[src/stac_pkg.sv]
// Constants for the sixteen-bit timer access core
package stac_pkg;
  // Register addresses on the 8-bit I/O bus
  localparam logic [3:0] ADDR_CTRL_A = 4'h0;
  localparam logic [3:0] ADDR_CTRL_B = 4'h1;
  localparam logic [3:0] ADDR_CNT_L = 4'h2;
  localparam logic [3:0] ADDR_CNT_H = 4'h3;
  localparam logic [3:0] ADDR_CMPA_L = 4'h4;
  localparam logic [3:0] ADDR_CMPA_H = 4'h5;
  localparam logic [3:0] ADDR_CMPB_L = 4'h6;
  localparam logic [3:0] ADDR_CMPB_H = 4'h7;
  localparam logic [3:0] ADDR_CAP_L = 4'h8;
  localparam logic [3:0] ADDR_CAP_H = 4'h9;
  localparam logic [3:0] ADDR_FLAGS = 4'ha;
  localparam logic [3:0] ADDR_MASK = 4'hb;
  localparam logic [3:0] ADDR_SFIO = 4'hc;
  // Bit positions
  localparam int PSR_BIT = 0;
  localparam int FLAG_OVF = 0;
  localparam int FLAG_MB = 1;
  localparam int FLAG_MA = 2;
  localparam int FLAG_CAP = 3;
  localparam int CTRL_B_EDGE = 6;
  localparam int CTRL_B_FILT = 7;
  // Values after reset
  localparam logic [7:0] RST_BYTE = 8'h00;
  localparam logic [15:0] RST_WORD = 16'h0000;
  localparam logic [3:0] RST_NIB = 4'h0;
  // Counter landmarks
  localparam logic [15:0] BOTTOM_VAL = 16'h0000;
  localparam logic [15:0] MAX_VAL = 16'hffff;
  localparam logic [15:0] TOP_8BIT = 16'h00ff;
  localparam logic [15:0] TOP_9BIT = 16'h01ff;
  localparam logic [15:0] TOP_10BIT = 16'h03ff;
  // Clock select codes
  localparam logic [2:0] CS_NONE = 3'h0;
  localparam logic [2:0] CS_DIV1 = 3'h1;
  localparam logic [2:0] CS_DIV8 = 3'h2;
  localparam logic [2:0] CS_DIV64 = 3'h3;
  localparam logic [2:0] CS_DIV256 = 3'h4;
  localparam logic [2:0] CS_DIV1024 = 3'h5;
  localparam logic [2:0] CS_EXT_FALL = 3'h6;
  // Prescaler counter width and noise filter length in samples
  localparam int PRESC_W = 10;
  localparam int FILT_LEN = 4;
  localparam logic [PRESC_W-1:0] PRESC_RST = 10'h000;
endpackage

[src/stac_timer.sv]
// Sixteen-bit timer core with byte-wide register access
`timescale 1ns/10ps
module stac_timer (
  // Clock and reset
  input wire logic clk,
  input wire logic rst_n,
  // CPU I/O bus
  input wire logic [3:0] io_addr,
  input wire logic io_wr,
  input wire logic io_rd,
  input wire logic [7:0] io_wdata,
  output logic [7:0] io_rdata,
  // Pins and capture sources
  input wire logic external_count_pin,
  input wire logic capture_pin,
  input wire logic analog_cmp_out,
  input wire logic capture_src_cmp,
  // Shared prescaler for the 8-bit timer
  output logic [3:0] presc_taps,
  output logic presc_clear,
  // Interrupt requests
  output logic irq_overflow,
  output logic irq_match_a,
  output logic irq_match_b,
  output logic irq_capture,
  // Counter status for the waveform generator
  output logic timer_tick,
  output logic match_a,
  output logic match_b,
  output logic at_bottom,
  output logic at_max,
  output logic at_top,
  output logic compare_output_a,
  output logic compare_output_b
);
  typedef struct packed {
    logic [7:0] ctrl_a;
    logic [7:0] ctrl_b;
    logic [7:0] hold;
    logic [15:0] cnt;
    logic [15:0] cmpa_buf;
    logic [15:0] cmpa;
    logic [15:0] cmpb_buf;
    logic [15:0] cmpb;
    logic [15:0] cap;
    logic [3:0] flags;
    logic [3:0] mask;
    logic psr;
    logic [1:0] pin_sync;
    logic [1:0] ext_sync;
    logic ext_prev;
    logic [stac_pkg::FILT_LEN-1:0] filt;
    logic filt_lvl;
    logic [7:0] rdata;
  } stac_state_t;

  stac_state_t s_reg;
  stac_state_t s_next;
  logic [3:0] mode;
  logic [15:0] top_val;
  logic a_is_top;
  logic wrap;
  logic cap_src;
  logic cap_event;
  logic filt_new;

  // Modes that reload compare values at the top of the count
  function automatic logic is_pwm(input logic [3:0] m);
    is_pwm = !(m == 4'h0 || m == 4'h4 || m == 4'hc || m == 4'hd);
  endfunction

  function automatic logic [15:0] top_of(input logic [3:0] m,
    input logic [15:0] ca, input logic [15:0] ic);
    unique case (m)
      4'h1, 4'h5: top_of = stac_pkg::TOP_8BIT;
      4'h2, 4'h6: top_of = stac_pkg::TOP_9BIT;
      4'h3, 4'h7: top_of = stac_pkg::TOP_10BIT;
      4'h4, 4'h9, 4'hb, 4'hf: top_of = ca;
      4'h8, 4'ha, 4'hc, 4'he: top_of = ic;
      default: top_of = stac_pkg::MAX_VAL;
    endcase
  endfunction

  function automatic logic cap_is_top(input logic [3:0] m);
    cap_is_top = (m == 4'h8 || m == 4'ha || m == 4'hc || m == 4'he);
  endfunction

  stac_prescaler u_presc (
    .clk(clk),
    .rst_n(rst_n),
    .clear(s_reg.psr),
    .taps(presc_taps)
  );

  // stored bit drives the prescaler reset
  assign presc_clear = s_reg.psr;
  assign mode = {s_reg.ctrl_b[4:3], s_reg.ctrl_a[1:0]};
  assign top_val = top_of(mode, s_reg.cmpa, s_reg.cap);
  // compare A as PWM top gives no channel A output
  assign a_is_top = is_pwm(mode) && (mode == 4'h9 || mode == 4'hb ||
    mode == 4'hf);

  // no tick while the clock source is none
  always_comb
  begin
    unique case (s_reg.ctrl_b[2:0])
      stac_pkg::CS_NONE: timer_tick = 1'b0;
      stac_pkg::CS_DIV1: timer_tick = 1'b1;
      stac_pkg::CS_DIV8: timer_tick = presc_taps[0];
      stac_pkg::CS_DIV64: timer_tick = presc_taps[1];
      stac_pkg::CS_DIV256: timer_tick = presc_taps[2];
      stac_pkg::CS_DIV1024: timer_tick = presc_taps[3];
      stac_pkg::CS_EXT_FALL: timer_tick = s_reg.ext_prev &&
        !s_reg.ext_sync[1];
      default: timer_tick = !s_reg.ext_prev && s_reg.ext_sync[1];
    endcase
  end

  assign match_a = (s_reg.cnt == s_reg.cmpa);
  assign match_b = (s_reg.cnt == s_reg.cmpb);
  assign at_bottom = (s_reg.cnt == stac_pkg::BOTTOM_VAL);
  assign at_max = (s_reg.cnt == stac_pkg::MAX_VAL);
  assign at_top = (s_reg.cnt == top_val);
  assign wrap = timer_tick && at_top;
  assign compare_output_a = is_pwm(mode) && !a_is_top &&
    (s_reg.cnt < s_reg.cmpa);
  assign compare_output_b = is_pwm(mode) && (s_reg.cnt < s_reg.cmpb);

  // filtered level moves only after agreeing samples
  assign cap_src = s_reg.ctrl_b[stac_pkg::CTRL_B_FILT] ?
    ((&s_reg.filt) ? 1'b1 : ((~|s_reg.filt) ? 1'b0 : s_reg.filt_lvl)) :
    (capture_src_cmp ? analog_cmp_out : s_reg.pin_sync[1]);
  assign filt_new = capture_src_cmp ? analog_cmp_out : s_reg.pin_sync[1];
  assign cap_event = (cap_src != s_reg.filt_lvl) &&
    (cap_src == s_reg.ctrl_b[stac_pkg::CTRL_B_EDGE]);

  // each flag gated by its own mask bit
  assign irq_overflow = s_reg.flags[stac_pkg::FLAG_OVF] &&
    s_reg.mask[stac_pkg::FLAG_OVF];
  assign irq_match_a = s_reg.flags[stac_pkg::FLAG_MA] &&
    s_reg.mask[stac_pkg::FLAG_MA];
  assign irq_match_b = s_reg.flags[stac_pkg::FLAG_MB] &&
    s_reg.mask[stac_pkg::FLAG_MB];
  assign irq_capture = s_reg.flags[stac_pkg::FLAG_CAP] &&
    s_reg.mask[stac_pkg::FLAG_CAP];
  assign io_rdata = s_reg.rdata;

  always_comb
  begin
    s_next = s_reg;
    s_next.pin_sync = {s_reg.pin_sync[0], capture_pin};
    s_next.ext_sync = {s_reg.ext_sync[0], external_count_pin};
    s_next.ext_prev = s_reg.ext_sync[1];
    s_next.filt = {s_reg.filt[stac_pkg::FILT_LEN-2:0], filt_new};
    s_next.filt_lvl = cap_src;
    // self-clearing after one cycle of reset
    s_next.psr = 1'b0;
    // Counting and top reload
    if (timer_tick)
    begin
      s_next.cnt = wrap ? stac_pkg::BOTTOM_VAL : s_reg.cnt + 16'h0001;
      if (wrap && is_pwm(mode))
      begin
        // buffered compare A and B values taken at the wrap
        s_next.cmpa = s_reg.cmpa_buf;
        s_next.cmpb = s_reg.cmpb_buf;
      end
    end
    if (!is_pwm(mode))
    begin
      s_next.cmpa = s_reg.cmpa_buf;
      s_next.cmpb = s_reg.cmpb_buf;
    end
    // Software clears flags by writing ones
    if (io_wr && io_addr == stac_pkg::ADDR_FLAGS)
      s_next.flags = s_reg.flags & ~io_wdata[3:0];
    s_next.rdata = stac_pkg::RST_BYTE;
    if (io_wr)
    begin
      unique case (io_addr)
        stac_pkg::ADDR_CTRL_A: s_next.ctrl_a = io_wdata;
        stac_pkg::ADDR_CTRL_B: s_next.ctrl_b = io_wdata;
        // high bytes land in the one holding register
        stac_pkg::ADDR_CNT_H, stac_pkg::ADDR_CMPA_H,
        stac_pkg::ADDR_CMPB_H, stac_pkg::ADDR_CAP_H: s_next.hold = io_wdata;
        // holding byte and low byte load together
        stac_pkg::ADDR_CNT_L: s_next.cnt = {s_reg.hold, io_wdata};
        stac_pkg::ADDR_CMPA_L: s_next.cmpa_buf = {s_reg.hold, io_wdata};
        stac_pkg::ADDR_CMPB_L: s_next.cmpb_buf = {s_reg.hold, io_wdata};
        stac_pkg::ADDR_CAP_L:
          if (cap_is_top(mode))
            s_next.cap = {s_reg.hold, io_wdata};
        stac_pkg::ADDR_MASK: s_next.mask = io_wdata[3:0];
        stac_pkg::ADDR_SFIO: s_next.psr = io_wdata[stac_pkg::PSR_BIT];
        default: ;
      endcase
    end
    else if (io_rd)
    begin
      unique case (io_addr)
        stac_pkg::ADDR_CTRL_A: s_next.rdata = s_reg.ctrl_a;
        stac_pkg::ADDR_CTRL_B: s_next.rdata = s_reg.ctrl_b;
        // low-byte read latches the high byte
        stac_pkg::ADDR_CNT_L:
        begin
          s_next.rdata = s_reg.cnt[7:0];
          s_next.hold = s_reg.cnt[15:8];
        end
        stac_pkg::ADDR_CAP_L:
        begin
          s_next.rdata = s_reg.cap[7:0];
          s_next.hold = s_reg.cap[15:8];
        end
        // counter and capture high-byte reads return the holding register
        stac_pkg::ADDR_CNT_H, stac_pkg::ADDR_CAP_H: s_next.rdata = s_reg.hold;
        stac_pkg::ADDR_CMPA_L: s_next.rdata = s_reg.cmpa_buf[7:0];
        stac_pkg::ADDR_CMPB_L: s_next.rdata = s_reg.cmpb_buf[7:0];
        stac_pkg::ADDR_CMPA_H: s_next.rdata = s_reg.cmpa_buf[15:8];
        stac_pkg::ADDR_CMPB_H: s_next.rdata = s_reg.cmpb_buf[15:8];
        stac_pkg::ADDR_FLAGS: s_next.rdata = {4'h0, s_reg.flags};
        stac_pkg::ADDR_MASK: s_next.rdata = {4'h0, s_reg.mask};
        default: s_next.rdata = stac_pkg::RST_BYTE;
      endcase
    end
    // capture flag in the same cycle
    if (cap_event)
    begin
      s_next.cap = s_reg.cnt;
      s_next.flags[stac_pkg::FLAG_CAP] = 1'b1;
    end
    if (timer_tick && match_a)
      s_next.flags[stac_pkg::FLAG_MA] = 1'b1;
    if (timer_tick && match_b)
      s_next.flags[stac_pkg::FLAG_MB] = 1'b1;
    if (wrap)
      s_next.flags[stac_pkg::FLAG_OVF] = 1'b1;
  end

  always_ff @(posedge clk)
  begin
    if (!rst_n)
    begin
      s_reg <= '0;
      s_reg.cnt <= stac_pkg::RST_WORD;
      s_reg.flags <= stac_pkg::RST_NIB;
      s_reg.mask <= stac_pkg::RST_NIB;
    end
    else
      s_reg <= s_next;
  end
endmodule

[src/stac_prescaler.sv]
// Free running prescaler shared by both timers
`timescale 1ns/10ps
module stac_prescaler (
  // Clock and reset
  input wire logic clk,
  input wire logic rst_n,
  // Control
  input wire logic clear,
  // Tick enables: divide by 8, 64, 256, 1024
  output logic [3:0] taps
);
  typedef struct packed {
    logic [stac_pkg::PRESC_W-1:0] count;
  } stac_presc_state_t;

  stac_presc_state_t s_reg;
  stac_presc_state_t s_next;

  always_comb
  begin
    s_next = s_reg;
    if (clear)
      s_next.count = stac_pkg::PRESC_RST;
    else
      s_next.count = s_reg.count + 10'h001;
  end

  always_ff @(posedge clk)
  begin
    if (!rst_n)
      s_reg.count <= stac_pkg::PRESC_RST;
    else
      s_reg <= s_next;
  end

  assign taps[0] = (&s_reg.count[2:0]) && !clear;
  assign taps[1] = (&s_reg.count[5:0]) && !clear;
  assign taps[2] = (&s_reg.count[7:0]) && !clear;
  assign taps[3] = (&s_reg.count[9:0]) && !clear;
endmodule

[config.mk]
export PLATFORM = sky130hd
export DESIGN_NAME = stac_timer
export DESIGN_NICKNAME = d
export VERILOG_FILES = /design/src/stac_pkg.sv /design/src/stac_timer.sv /design/src/stac_prescaler.sv
export SDC_FILE = /design/constraint.sdc
export NUM_CORES = 1
export LEC_CHECK = 0
export ABC_AREA = 1
export ABC_CLOCK_PERIOD_IN_PS = 2500
export BUFFER_PORTS_ARGS = -buffer_cell sky130_fd_sc_hd__buf_4
export CORE_ASPECT_RATIO = 1.75
export CORE_UTILIZATION = 56
export DETAILED_ROUTE_END_ITERATION = 10
export PLACE_DENSITY = 0.86
export SLEW_MARGIN = 5
export SYNTH_ARGS = -nofsm -noshare
export SYNTH_HDL_FRONTEND = slang
export SYNTH_SLANG_ARGS = --single-unit
[constraint.sdc]
create_clock -name clk -period 2.5 [get_ports clk]
set_clock_uncertainty 0.2 [all_clocks]
set_input_delay 0.125 -clock clk [delete_from_list [all_inputs] [get_ports clk]]
set_output_delay 0.125 -clock clk [all_outputs]
set_load 0.01 [all_outputs]
==> flow_summary.toml, run 1 <==
[run_status]
outcome = "stopped before the end"
lastStage = "5_1_grt"
tool.error = "[ERROR GRT-0232] Routing congestion too high. Check the congestion heatmap in the GUI."

[logic_synthesis]
synth_top_area_share_pct = 36.2
syn_avg_cell_area_um2 = 6.67
synth_edf_count = 0
ys_seq_area_share_pct = 36.2
ys_async_sr_fraction_pct = 0
syn-num-nets = 1356
ys.flop_type = "dfxtp_1"
syn_inst = 1300
synth.distinct_cells = 40
yosysWarnings = 0
syn-cell-area_um2 = 8670
synthTopCellsByArea = "dfxtp_1 (36%), nand2_1 (12%), a21oi_1 (8.4%)"
ys_seq_elements = 157
synth_top_cell_by_area = "dfxtp_1"

[placement]
place_inst = 1548
io_buffers = 44
hpwl_um = 22700
gp_congestion = 1.01
place_ws_ns = -0.241

[floorplanning]
rows = 59
ios = 45
die_h_um = 167
die_x_um = 96.1
start_util_pct = 57.9

[clock_network]
cts_buffers = 17
cts_sinks = 157
cts.htree.levels = 4
clock_path_buffers = 2
root_buffer = "clkbuf_16"

[global_route]
grt_start_max_net_pins = 74
grt_use_total_pct = 59.3
grt_overflow = 12

[timing]
worst-ep-kind = "top-level output"
crit_endpoint = "at_top"
## cell families after synthesis
logic type,Yosys count,synth area share [%]
AOI/OAI and AO/OA,320,20.3
xor gates and xnor gates,4,0.404
adders and majority gates,36,5.19
buffers and inverters,247,11.5
DFF,157,36.2
muxes,1,0.115
and+or+nand+nor,535,26.2
## routing by layer
metal	global-route usage, %	GRT overflow
met5	8.33	0
met1	61.5	0
met4	57.4	7
met2	79.8	5
met3	34.0	0
## cell usage after synthesis, types with 9 or more instances
cell type,number
nor2_1,122
nand2_1,267
ha_1,36
a21oi_1,145
o21ai_0,106
nor3_1,13
a221oi_1,13
nand3_1,91
buf_4,9
clkbuf_1,39
a31oi_1,15
inv_1,177
o22ai_1,17
dfxtp_1,157
nand4_1,30
## through the flow
step | util (%) | setup TNS, ns | instance area (um2)
CTS | 75.2 | -1.32 | 11300
floorplan | - | 0 | 8670
global placement | 64.1 | -1.80 | 9610
detailed placement | 64.1 | -5.96 | 9610
## timing repair
item,4_1_cts
setup endpoints to repair,52
setup buffers,25
hold buffers,23
gates cloned,10
pin swaps,30
resized for setup,123
hold endpoints to repair,85
==> inputs of run 2 (changes only) <==
--- a/config.mk
+++ b/config.mk
@@ -6,12 +6,11 @@
 export NUM_CORES = 1
 export LEC_CHECK = 0
 export ABC_AREA = 1
-export ABC_CLOCK_PERIOD_IN_PS = 2500
+export ABC_CLOCK_PERIOD_IN_PS = 3200
 export BUFFER_PORTS_ARGS = -buffer_cell sky130_fd_sc_hd__buf_4
-export CORE_ASPECT_RATIO = 1.75
-export CORE_UTILIZATION = 56
+export CORE_UTILIZATION = 40
 export DETAILED_ROUTE_END_ITERATION = 10
-export PLACE_DENSITY = 0.86
+export PLACE_DENSITY_LB_ADDON = 0.15
 export SLEW_MARGIN = 5
 export SYNTH_ARGS = -nofsm -noshare
 export SYNTH_HDL_FRONTEND = slang
==> constraint.sdc (replaced) <==
create_clock -name clk -period 3.2 [get_ports clk]
set_clock_uncertainty 0.2 [all_clocks]
set_input_delay 0.16 -clock clk [delete_from_list [all_inputs] [get_ports clk]]
set_output_delay 0.16 -clock clk [all_outputs]
set_load 0.01 [all_outputs]
==> flow_summary.toml, run 2 <==
[final_layout]
drive_gt1_share_pct = 8.46
fin_cells = 1635
largest_reg_flops = 128
layout_commonest_cell = "nand2_1"
syn2layout_area_growth_pct = 16.3
final_cell_mix = "nand2_1 (267), inv_1 (177), dfxtp_1 (157), a21oi_1 (145), nor2_1 (122)"
diodes = 0
layout.nets = 1403

[floorplanning]
die_x_um = 149
die_h_um = 149
start_util_pct = 41.0
ios = 45
die_area_um2 = 22300
core_area_um2 = 21200
rows = 53

[logic_synthesis]
syn_avg_cell_area_um2 = 6.67
syn-cell-area_um2 = 8670
synth_common_cells = "nand2_1 (267), inv_1 (177), dfxtp_1 (157), a21oi_1 (145), nor2_1 (122)"
ys.flop_type = "dfxtp_1"
ys_seq_elements = 157
syn_inst = 1300
syn-num-nets = 1356
synth_edf_count = 0
synth_top_area_share_pct = 36.2
yosysMostFrequentCell = "nand2_1"
ys_async_sr_fraction_pct = 0
ys_seq_area_share_pct = 36.2
synthTopCellsByArea = "dfxtp_1 (36%), nand2_1 (12%), a21oi_1 (8.4%)"
synth.distinct_cells = 40
yosysWarnings = 0
synth_top_cell_by_area = "dfxtp_1"

[clock_network]
cts_buffers = 17
cts_tree = "done"
cts.clk_slew.worst_paths_ns = 0.07
clock_path_buffers = 2
cts.htree.levels = 4
insertion_delay_ns = 0.43
root_buffer = "clkbuf_16"
cts_sinks = 157

[global_route]
grt_overflow = 0
grt_pass1_vias = 8090
grt_antenna_before_repair = 1
grt_start_max_net_pins = 81
grt_pass1_wl_um = 47400
grt_use_total_pct = 28.6

[critical_path]
cp-end-kind = "output pin"
critPathMaxFanout = 7
worstReg2RegStart = "u_presc.s_reg[0]"
path_class = "reg -> out"
crit_arrival_ns = 2.63
cp-start-kind = "register"
crit_top_cell = "nand2_1"
reg2reg_setup_slack_ns = 0.29
critPathRequiredTime_ns = 2.84
setup.worst_path.start = "u_presc.s_reg[0]"
path_cells = "ha_1 > nand3_1 > nor2_1 > nand2_1 > nor2_1 > nand2_1 > nand2_1 > nand2_1 > a21boi_4 > buf_4 > buf_4"
slowest_delay_ns = 0.38
cpMaxStageDelayCell = "a21boi_4"

[routing]
drc = 0
drtPass1Iterations = 7
drt_iter0_drc = 947
vias = 8883
wl_um = 30700
vias_per_cell = 5.43
wl_per_cell_um = 18.8
drtAntennaViolNets = 0

[timing]
report.final.slew_viol_count = 0
max-slew-margin-rel_pct = 36.2
min_period_ns = 2.99
rsz0062_at_grt = "false"
finalCritPeriodShare_pct = 93.6
worstMarginPinSlew_ns = 0.954
hold_viol = 0
setup_tns_ns = 0
max_freq_ghz = 0.334
finalSetupViolCount = 0

[pwr]
p_per_area_nw_per_um2 = 466
p_leak_uw = 0.00414
vdd_drop_max_mv = 0.369

[worst_hold_path]
min_path_type = "in -> reg"
hp-start = "io_addr[1]"

[placement]
place_inst = 1583
gp_congestion = 0.943
io_buffers = 44
hpwl_um = 22800

[run_status]
outcome = "finished clean"

[run]
maxCapViolations = 0
==> run 2: worst max-delay path, delay by kind of cell (launching register included) <==
family	cells	cell delay, ns
AND/OR/NAND/NOR	7	0.95
AO/OA/AOI/OAI	1	0.38
flip-flops	1	0.37
buffers and inverters	2	0.31
adder cells (fa/ha/maj)	1	0.18
==> run 2: path summary, 6_finish.rpt <==
kind / end / cells past startpoint
max: timer_tick / 11
max reg2reg: s_reg[113] / 13
min reg2reg: s_reg[17] / 2
min: s_reg[19] / 5
==> run 2: metrics by stage <==
stage                     power, uW  hold WS [ns]  utilization [%]  cell area [um2]  setup WS (ns)
after detailed placement       2660         0.150             43.9             9280          0.241
after floorplan                2440        0.0576                -             8670          0.696
final                          4700        0.0242             47.7            10100          0.206
after CTS                      4710        0.0113             47.6            10100         0.0879
after global routing           4880        0.0596             47.7            10100      0.0000950
after global placement         2650         0.148             43.9             9280          0.313
==> run 2: cells by family after synthesis <==
logic type,share of synthesized area [%]
multiplexers,0.115
adder cells (fa/ha/maj),5.19
buffers and inverters,11.5
XOR/XNOR,0.404
flip-flops,36.2
AO/OA/AOI/OAI,20.3
AND/OR/NAND/NOR,26.2
==> run 2: routing by layer <==
metal / track usage, % / routed length [um]
met1: 39.2 / 13400
met2: 43.2 / 13200
met3: 6.48 / 2780
met4: 11.8 / 1200
met5: 0 / 13
==> run 2: timing repair <==
action | CTS | global route
hold buffers | 20 | 0
hold endpoints to repair | 78 | 0
resized for setup | 0 | 3
buffers inserted | 0 | 0
endpoints found under the setup margin | 0 | 12
==> run 2: where the power goes <==
part	total, uW	internal, uW	switching [uW]	leakage, uW
clock network	2050	1180	876	0.000281
logic	554	201	353	0.00258
registers	2090	2020	73.5	0.00127
==> run 2: layout make-up <==
type / count / area, um2
fillers: 2223 / 11100
multi-input cells: 896 / 4560
flip-flops and latches: 157 / 3140
repair buffers: 92 / 766
inverters: 183 / 687
clock buffers: 20 / 447
well taps: 275 / 344
clock inverters: 12 / 138
No activity file was read; power rests on OpenSTA's default activity.
==> inputs of run 3 (changes only) <==
--- a/config.mk
+++ b/config.mk
@@ -14,4 +14,5 @@
 export SLEW_MARGIN = 5
 export SYNTH_ARGS = -nofsm -noshare
 export SYNTH_HDL_FRONTEND = slang
+export SYNTH_HIERARCHICAL = 1
 export SYNTH_SLANG_ARGS = --single-unit
==> flow_summary.toml, run 3 <==
[run_status]
outcome = "finished clean"

[floorplanning]
core_area_um2 = 21000
rows = 53
die_h_um = 148
ios = 45
die_x_um = 148
start_util_pct = 40.7
die_area_um2 = 22000

[final_layout]
syn2layout_area_growth_pct = 17.2
drive_gt1_share_pct = 9.63
final_cell_mix = "nand2_1 (252), inv_1 (170), dfxtp_1 (157), a21oi_1 (147), nor2_1 (111)"
layout_commonest_cell = "nand2_1"
diodes = 0
largest_reg_flops = 128
finalCoreUtilization_pct = 47.7
layout.nets = 1382

[logic_synthesis]
synthTopCellsByArea = "dfxtp_1 (37%), nand2_1 (11%), a21oi_1 (8.6%)"
ys.flop_type = "dfxtp_1"
syn-cell-area_um2 = 8560
syn_avg_cell_area_um2 = 6.73
yosysWarnings = 6
syn_inst = 1271
synth_top_cell_by_area = "dfxtp_1"
synth.distinct_cells = 43
ys_async_sr_fraction_pct = 0
synth_common_cells = "nand2_1 (253), inv_1 (170), dfxtp_1 (157), a21oi_1 (147), nor2_1 (112)"
yosysMostFrequentCell = "nand2_1"
ys_seq_elements = 157
synth_top_area_share_pct = 36.7
syn-num-nets = 1327
ys_seq_area_share_pct = 36.7
synth_edf_count = 0

[routing]
vias = 8796
vias_per_cell = 5.45
drtPass1Iterations = 6
wl_met3_um = 1990
drt_iter0_drc = 816
met1_length_um = 13800
top_layer = "met4"
drc = 0
drtAntennaViolNets = 0
met2_length_um = 13200
wl_per_cell_um = 18.6
wl_um = 30100

[timing]
report.final.slew_viol_count = 0
max_freq_ghz = 0.337
min_period_ns = 2.97
hold_slack_ns = 0.0243
setup_tns_ns = 0
finalSetupViolCount = 0
max-slew-margin-rel_pct = 52.9
hold_viol = 0
worstMarginPinSlew_ns = 0.703
finalCritPeriodShare_pct = 92.7
rsz0062_at_grt = "false"

[critical_path]
critPathMaxFanout = 32
crit_arrival_ns = 2.61
path_class = "reg -> out"
critPathRequiredTime_ns = 2.84
reg2reg_setup_slack_ns = 0.33
cp-start-kind = "register"
cp-end-kind = "output pin"

[run]
maxCapViolations = 0

[global_route]
grt_overflow = 0
grt_pass1_vias = 7858
grt_antenna_before_repair = 0
grt_pass1_wl_um = 46000
grt_use_total_pct = 28.0
grt_start_max_net_pins = 64

[worst_hold_path]
min_path_type = "in -> reg"

[placement]
hpwl_um = 22300
io_buffers = 44
gp_congestion = 0.931

[clock_network]
cts_buffers = 17
cts_sinks = 157
clock_path_buffers = 2
cts.clk_slew.worst_paths_ns = 0.07
insertion_delay_ns = 0.44
root_buffer = "clkbuf_16"
cts.htree.levels = 4
cts_tree = "done"
post_cts_buffers = 0

[pwr]
p_per_area_nw_per_um2 = 466
vdd_drop_max_mv = 0.336
p_total_uw = 4670
p_leak_uw = 0.00406
-- run 3: where the power goes --
| part | total [uW] | leakage, uW | internal (uW) | switching (uW) |
|---|---|---|---|---|
| sequential | 2080 | 0.00127 | 2010 | 69.3 |
| combinational | 570 | 0.00251 | 213 | 357 |
| clock | 2020 | 0.000279 | 1040 | 976 |
| total | 4670 | 0.00406 | 3270 | 1400 |
-- run 3: area by class of cell --
| class | count | area [um2] |
|---|---|---|
| fillers | 2200 | 11000 |
| multi-input cells | 874 | 4480 |
| flip-flops and latches | 157 | 3140 |
| repair buffers | 100 | 828 |
| inverters | 176 | 661 |
| clock buffers | 18 | 429 |
| well taps | 275 | 344 |
| clock inverters | 14 | 141 |
-- run 3: final timing paths --
| path | to | depth (start not counted) | startpoint |
|---|---|---|---|
| worst max-delay path | at_top | 16 | mode[1] |
| worst min-delay path | io_rdata[4] | 5 | rst_n |
| worst max register to register | s_reg[115] | 15 | u_presc/s_reg[0] |
| worst min register to register | s_next[13] | 2 | s_next[15] |
-- run 3: metrics by stage --
stage | worst slack, ns | instances | area, um2
after global routing | 0.0185 | 1614 | 10000
after floorplan | 0.576 | 1271 | 8560
after CTS | 0.134 | 1614 | 10000
after global placement | 0.197 | 1561 | 9240
final | 0.233 | 1614 | 10000
after detailed placement | 0.162 | 1561 | 9240
-- run 3: critical path: stages, from the launching register on --
cell	delay, ns
dfxtp_1	0.40
inv_1	0.12
nand2_1	0.10
nand2_1	0.13
nand2_2	0.11
inv_2	0.04
nand2_2	0.07
buf_12	0.18
nand3_1	0.08
nand2_1	0.06
nand2_1	0.07
nor2_1	0.19
nand2_1	0.07
nor2_1	0.15
nand2_1	0.17
inv_1	0.10
buf_4	0.12
-- run 3: timing repair --
action	CTS	global route
resized for setup	0	2
hold endpoints to repair	62	0
setup endpoints to repair	0	6
hold buffers	21	0
-- run 3: logic make-up (layout without fill, tap and decap cells) --
group	Yosys count	count (layout)	synth area share, %
compound gates	313	313	20.2
xor+xnor	7	7	0.716
buf+inv	240	308	11.2
mux	1	1	0.117
flops	157	157	36.7
fa+ha+maj	36	36	5.26
simple gates	517	517	25.8
-- run 3: metal layers --
metal  vias to the layer above  GRT usage, %
met3                        57          4.94
met1                      4090          38.3
met5                         -             0
met4                         0          12.7
met2                       309          42.7
li1                       4340             -
==> inputs of run 4 (changes only) <==
--- a/config.mk
+++ b/config.mk
@@ -10,7 +10,7 @@
 export BUFFER_PORTS_ARGS = -buffer_cell sky130_fd_sc_hd__buf_4
 export CORE_UTILIZATION = 40
 export DETAILED_ROUTE_END_ITERATION = 10
-export PLACE_DENSITY_LB_ADDON = 0.15
+export PLACE_DENSITY = 0.67
 export SLEW_MARGIN = 5
 export SYNTH_ARGS = -nofsm -noshare
 export SYNTH_HDL_FRONTEND = slang
==> flow_summary.toml, run 4 (same netlist as run 3, synthesis figures left out) <==
[routing]
drt_iter0_drc = 960
drc = 0
wl_per_cell_um = 18.1
wl_um = 29000
vias = 8904
drtPass1Iterations = 5
drtAntennaViolNets = 0
vias_per_cell = 5.55

[critical_path]
critPathRequiredTime_ns = 2.84
crit_top_cell = "nand2_1"
cp-start-kind = "register"
cpMaxStageDelayCell = "dfxtp_1"
path_class = "reg -> out"
setup.worst_path.start = "mode[3]"
ff2ff_path_depth = 16
path_cells = "inv_2 > nor2_2 > nor2_1 > nand2_2 > buf_12 > nand3_1 > nand2_1 > nand2_1 > nor2_1 > nand2_1 > nor2_1 > nand2_1 > inv_1 > buf_4"
rr_endpoint = "s_reg[114]"
crit_arrival_ns = 2.66
slowest_delay_ns = 0.49
worstReg2RegStart = "u_presc/s_reg[0]"
crit_buf_inv = 4
reg2reg_setup_slack_ns = 0.32
critical_path.top_delay_family = "simple AND/OR/NAND/NOR gates"
cp-end-kind = "output pin"
critPathMaxFanout = 32

[pwr]
p_per_area_nw_per_um2 = 467
p_sw_share_pct = 27.2
vdd_drop_max_mv = 0.445
p_leak_uw = 0.00402
internal_power_uw = 3390
seqPwrFrac_pct = 44.6
p_comb_share_pct = 12.0
p_sw_uw = 1270
p_total_uw = 4660
p_clk_share_pct = 43.4

[clock_network]
cts_tree = "done"
root_buffer = "clkbuf_16"
cts.htree.levels = 4
cts_sinks = 157
cts_buffers = 17
insertion_delay_ns = 0.43
clock_path_buffers = 2
cts.clk_slew.worst_paths_ns = 0.06

[final_layout]
drive_gt1_share_pct = 8.89
diodes = 0
layout.nets = 1372
finalCoreUtilization_pct = 47.5
layout_commonest_cell = "nand2_1"
final_cell_mix = "nand2_1 (253), inv_1 (170), dfxtp_1 (157), a21oi_1 (147), nor2_1 (111)"
largest_reg_flops = 128
syn2layout_area_growth_pct = 16.7

[timing]
setup_tns_ns = 0
max_freq_ghz = 0.331
finalSetupViolCount = 0
hold_viol = 0
worstMarginPinSlew_ns = 0.859
max-slew-margin-rel_pct = 42.6
worst_slack_ns = 0.182
finalCritPeriodShare_pct = 94.3
rsz0062_at_grt = "false"
min_period_ns = 3.02
report.final.slew_viol_count = 0

[worst_hold_path]
min_path_cells = 4
whs_endpoint = "io_rdata[6]"
hp-start = "io_addr[2]"
min_path_type = "in -> reg"

[run_status]
outcome = "finished clean"

[global_route]
grt_pass1_vias = 7966
grt_pass1_wl_um = 45100
grt_antenna_before_repair = 0
grt_use_total_pct = 27.0
grt_overflow = 0
grt_start_max_net_pins = 65

[floorplanning]
die_area_um2 = 22000
rows = 53
core_area_um2 = 21000
die_x_um = 148
ios = 45
start_util_pct = 40.7
die_h_um = 148

[placement]
hpwl_um = 21200
gp_congestion = 0.970
place_ws_ns = 0.259
io_buffers = 44

[run]
maxCapViolations = 0
-- run 4: cell count changes in the layout (fill, tap and decap cells not counted), moves of 2 or more --
cell,change
inv_6,-4
clkinvlp_4,+3
inv_8,-5
clkinv_4,+2
buf_4,-12
bufinv_16,+2
-- run 4: area by class of cell --
class / count / area, um2
multi-input combinational: 874 / 4480
tap: 275 / 344
clock inverter: 12 / 139
inverter: 176 / 661
clock buffer: 19 / 443
sequential: 157 / 3140
fill: 2114 / 11000
timing repair buffer: 90 / 769
-- run 4: worst reg2reg max path: stages, from the launching register on --
cell and delay, ns:
dfxtp_1 0.36, ha_1 0.20, nand3_2 0.12, nor2_2 0.18, nand3_1 0.12, nor2_1 0.17, nand2_1 0.07, nand3_1 0.08
nand3_1 0.06, nand2_1 0.21, buf_4 0.26, nand2_1 0.11, nor2_1 0.18, nand2_1 0.09, xor2_1 0.13, nand2_1 0.07
a21oi_1 0.17
-- run 4: power by group through the flow --
stage	Clock [uW]	Sequential, uW	Combinational, uW
floorplan	0	2090	351
global placement	0	2120	519
detailed placement	0	2120	529
CTS	2050	2080	550
global route	2120	2080	624
finish	2020	2080	559
-- run 4: stage by stage --
step | hold WS, ns | instance area [um2] | instances
global placement | 0.141 | 9180 | 1551
detailed placement | 0.150 | 9180 | 1551
finish | 0.0332 | 9980 | 1603
floorplan | 0.0576 | 8560 | 1271
CTS | 0.00321 | 9970 | 1603
global route | 0.0706 | 9980 | 1603
-- run 4: routing by layer --
metal,GRT usage (%),part of all wire (%),vias to the layer above
li1,-,-,4310
met1,36.5,43,4033
met2,39.6,42,478
met3,7.67,11,83
met4,12.5,3.8,0
met5,0,0,-
-- run 4: worst max path at each step --
stage | end | depth (start not counted)
5_1_grt | s_reg[122] | 16
3_3_place_gp | s_reg[115] | 15
6_report | at_top | 14
3_5_place_dp | s_reg[115] | 15
4_1_cts | at_top | 14
2_1_floorplan | s_reg[115] | 15
-- run 4: what timing repair did --
item | in CTS | in global routing
endpoints found under the setup margin | 0 | 5
hold endpoints to repair | 65 | 0
buffers inserted | 0 | 0
resized for setup | 0 | 3
hold buffers | 21 | 0
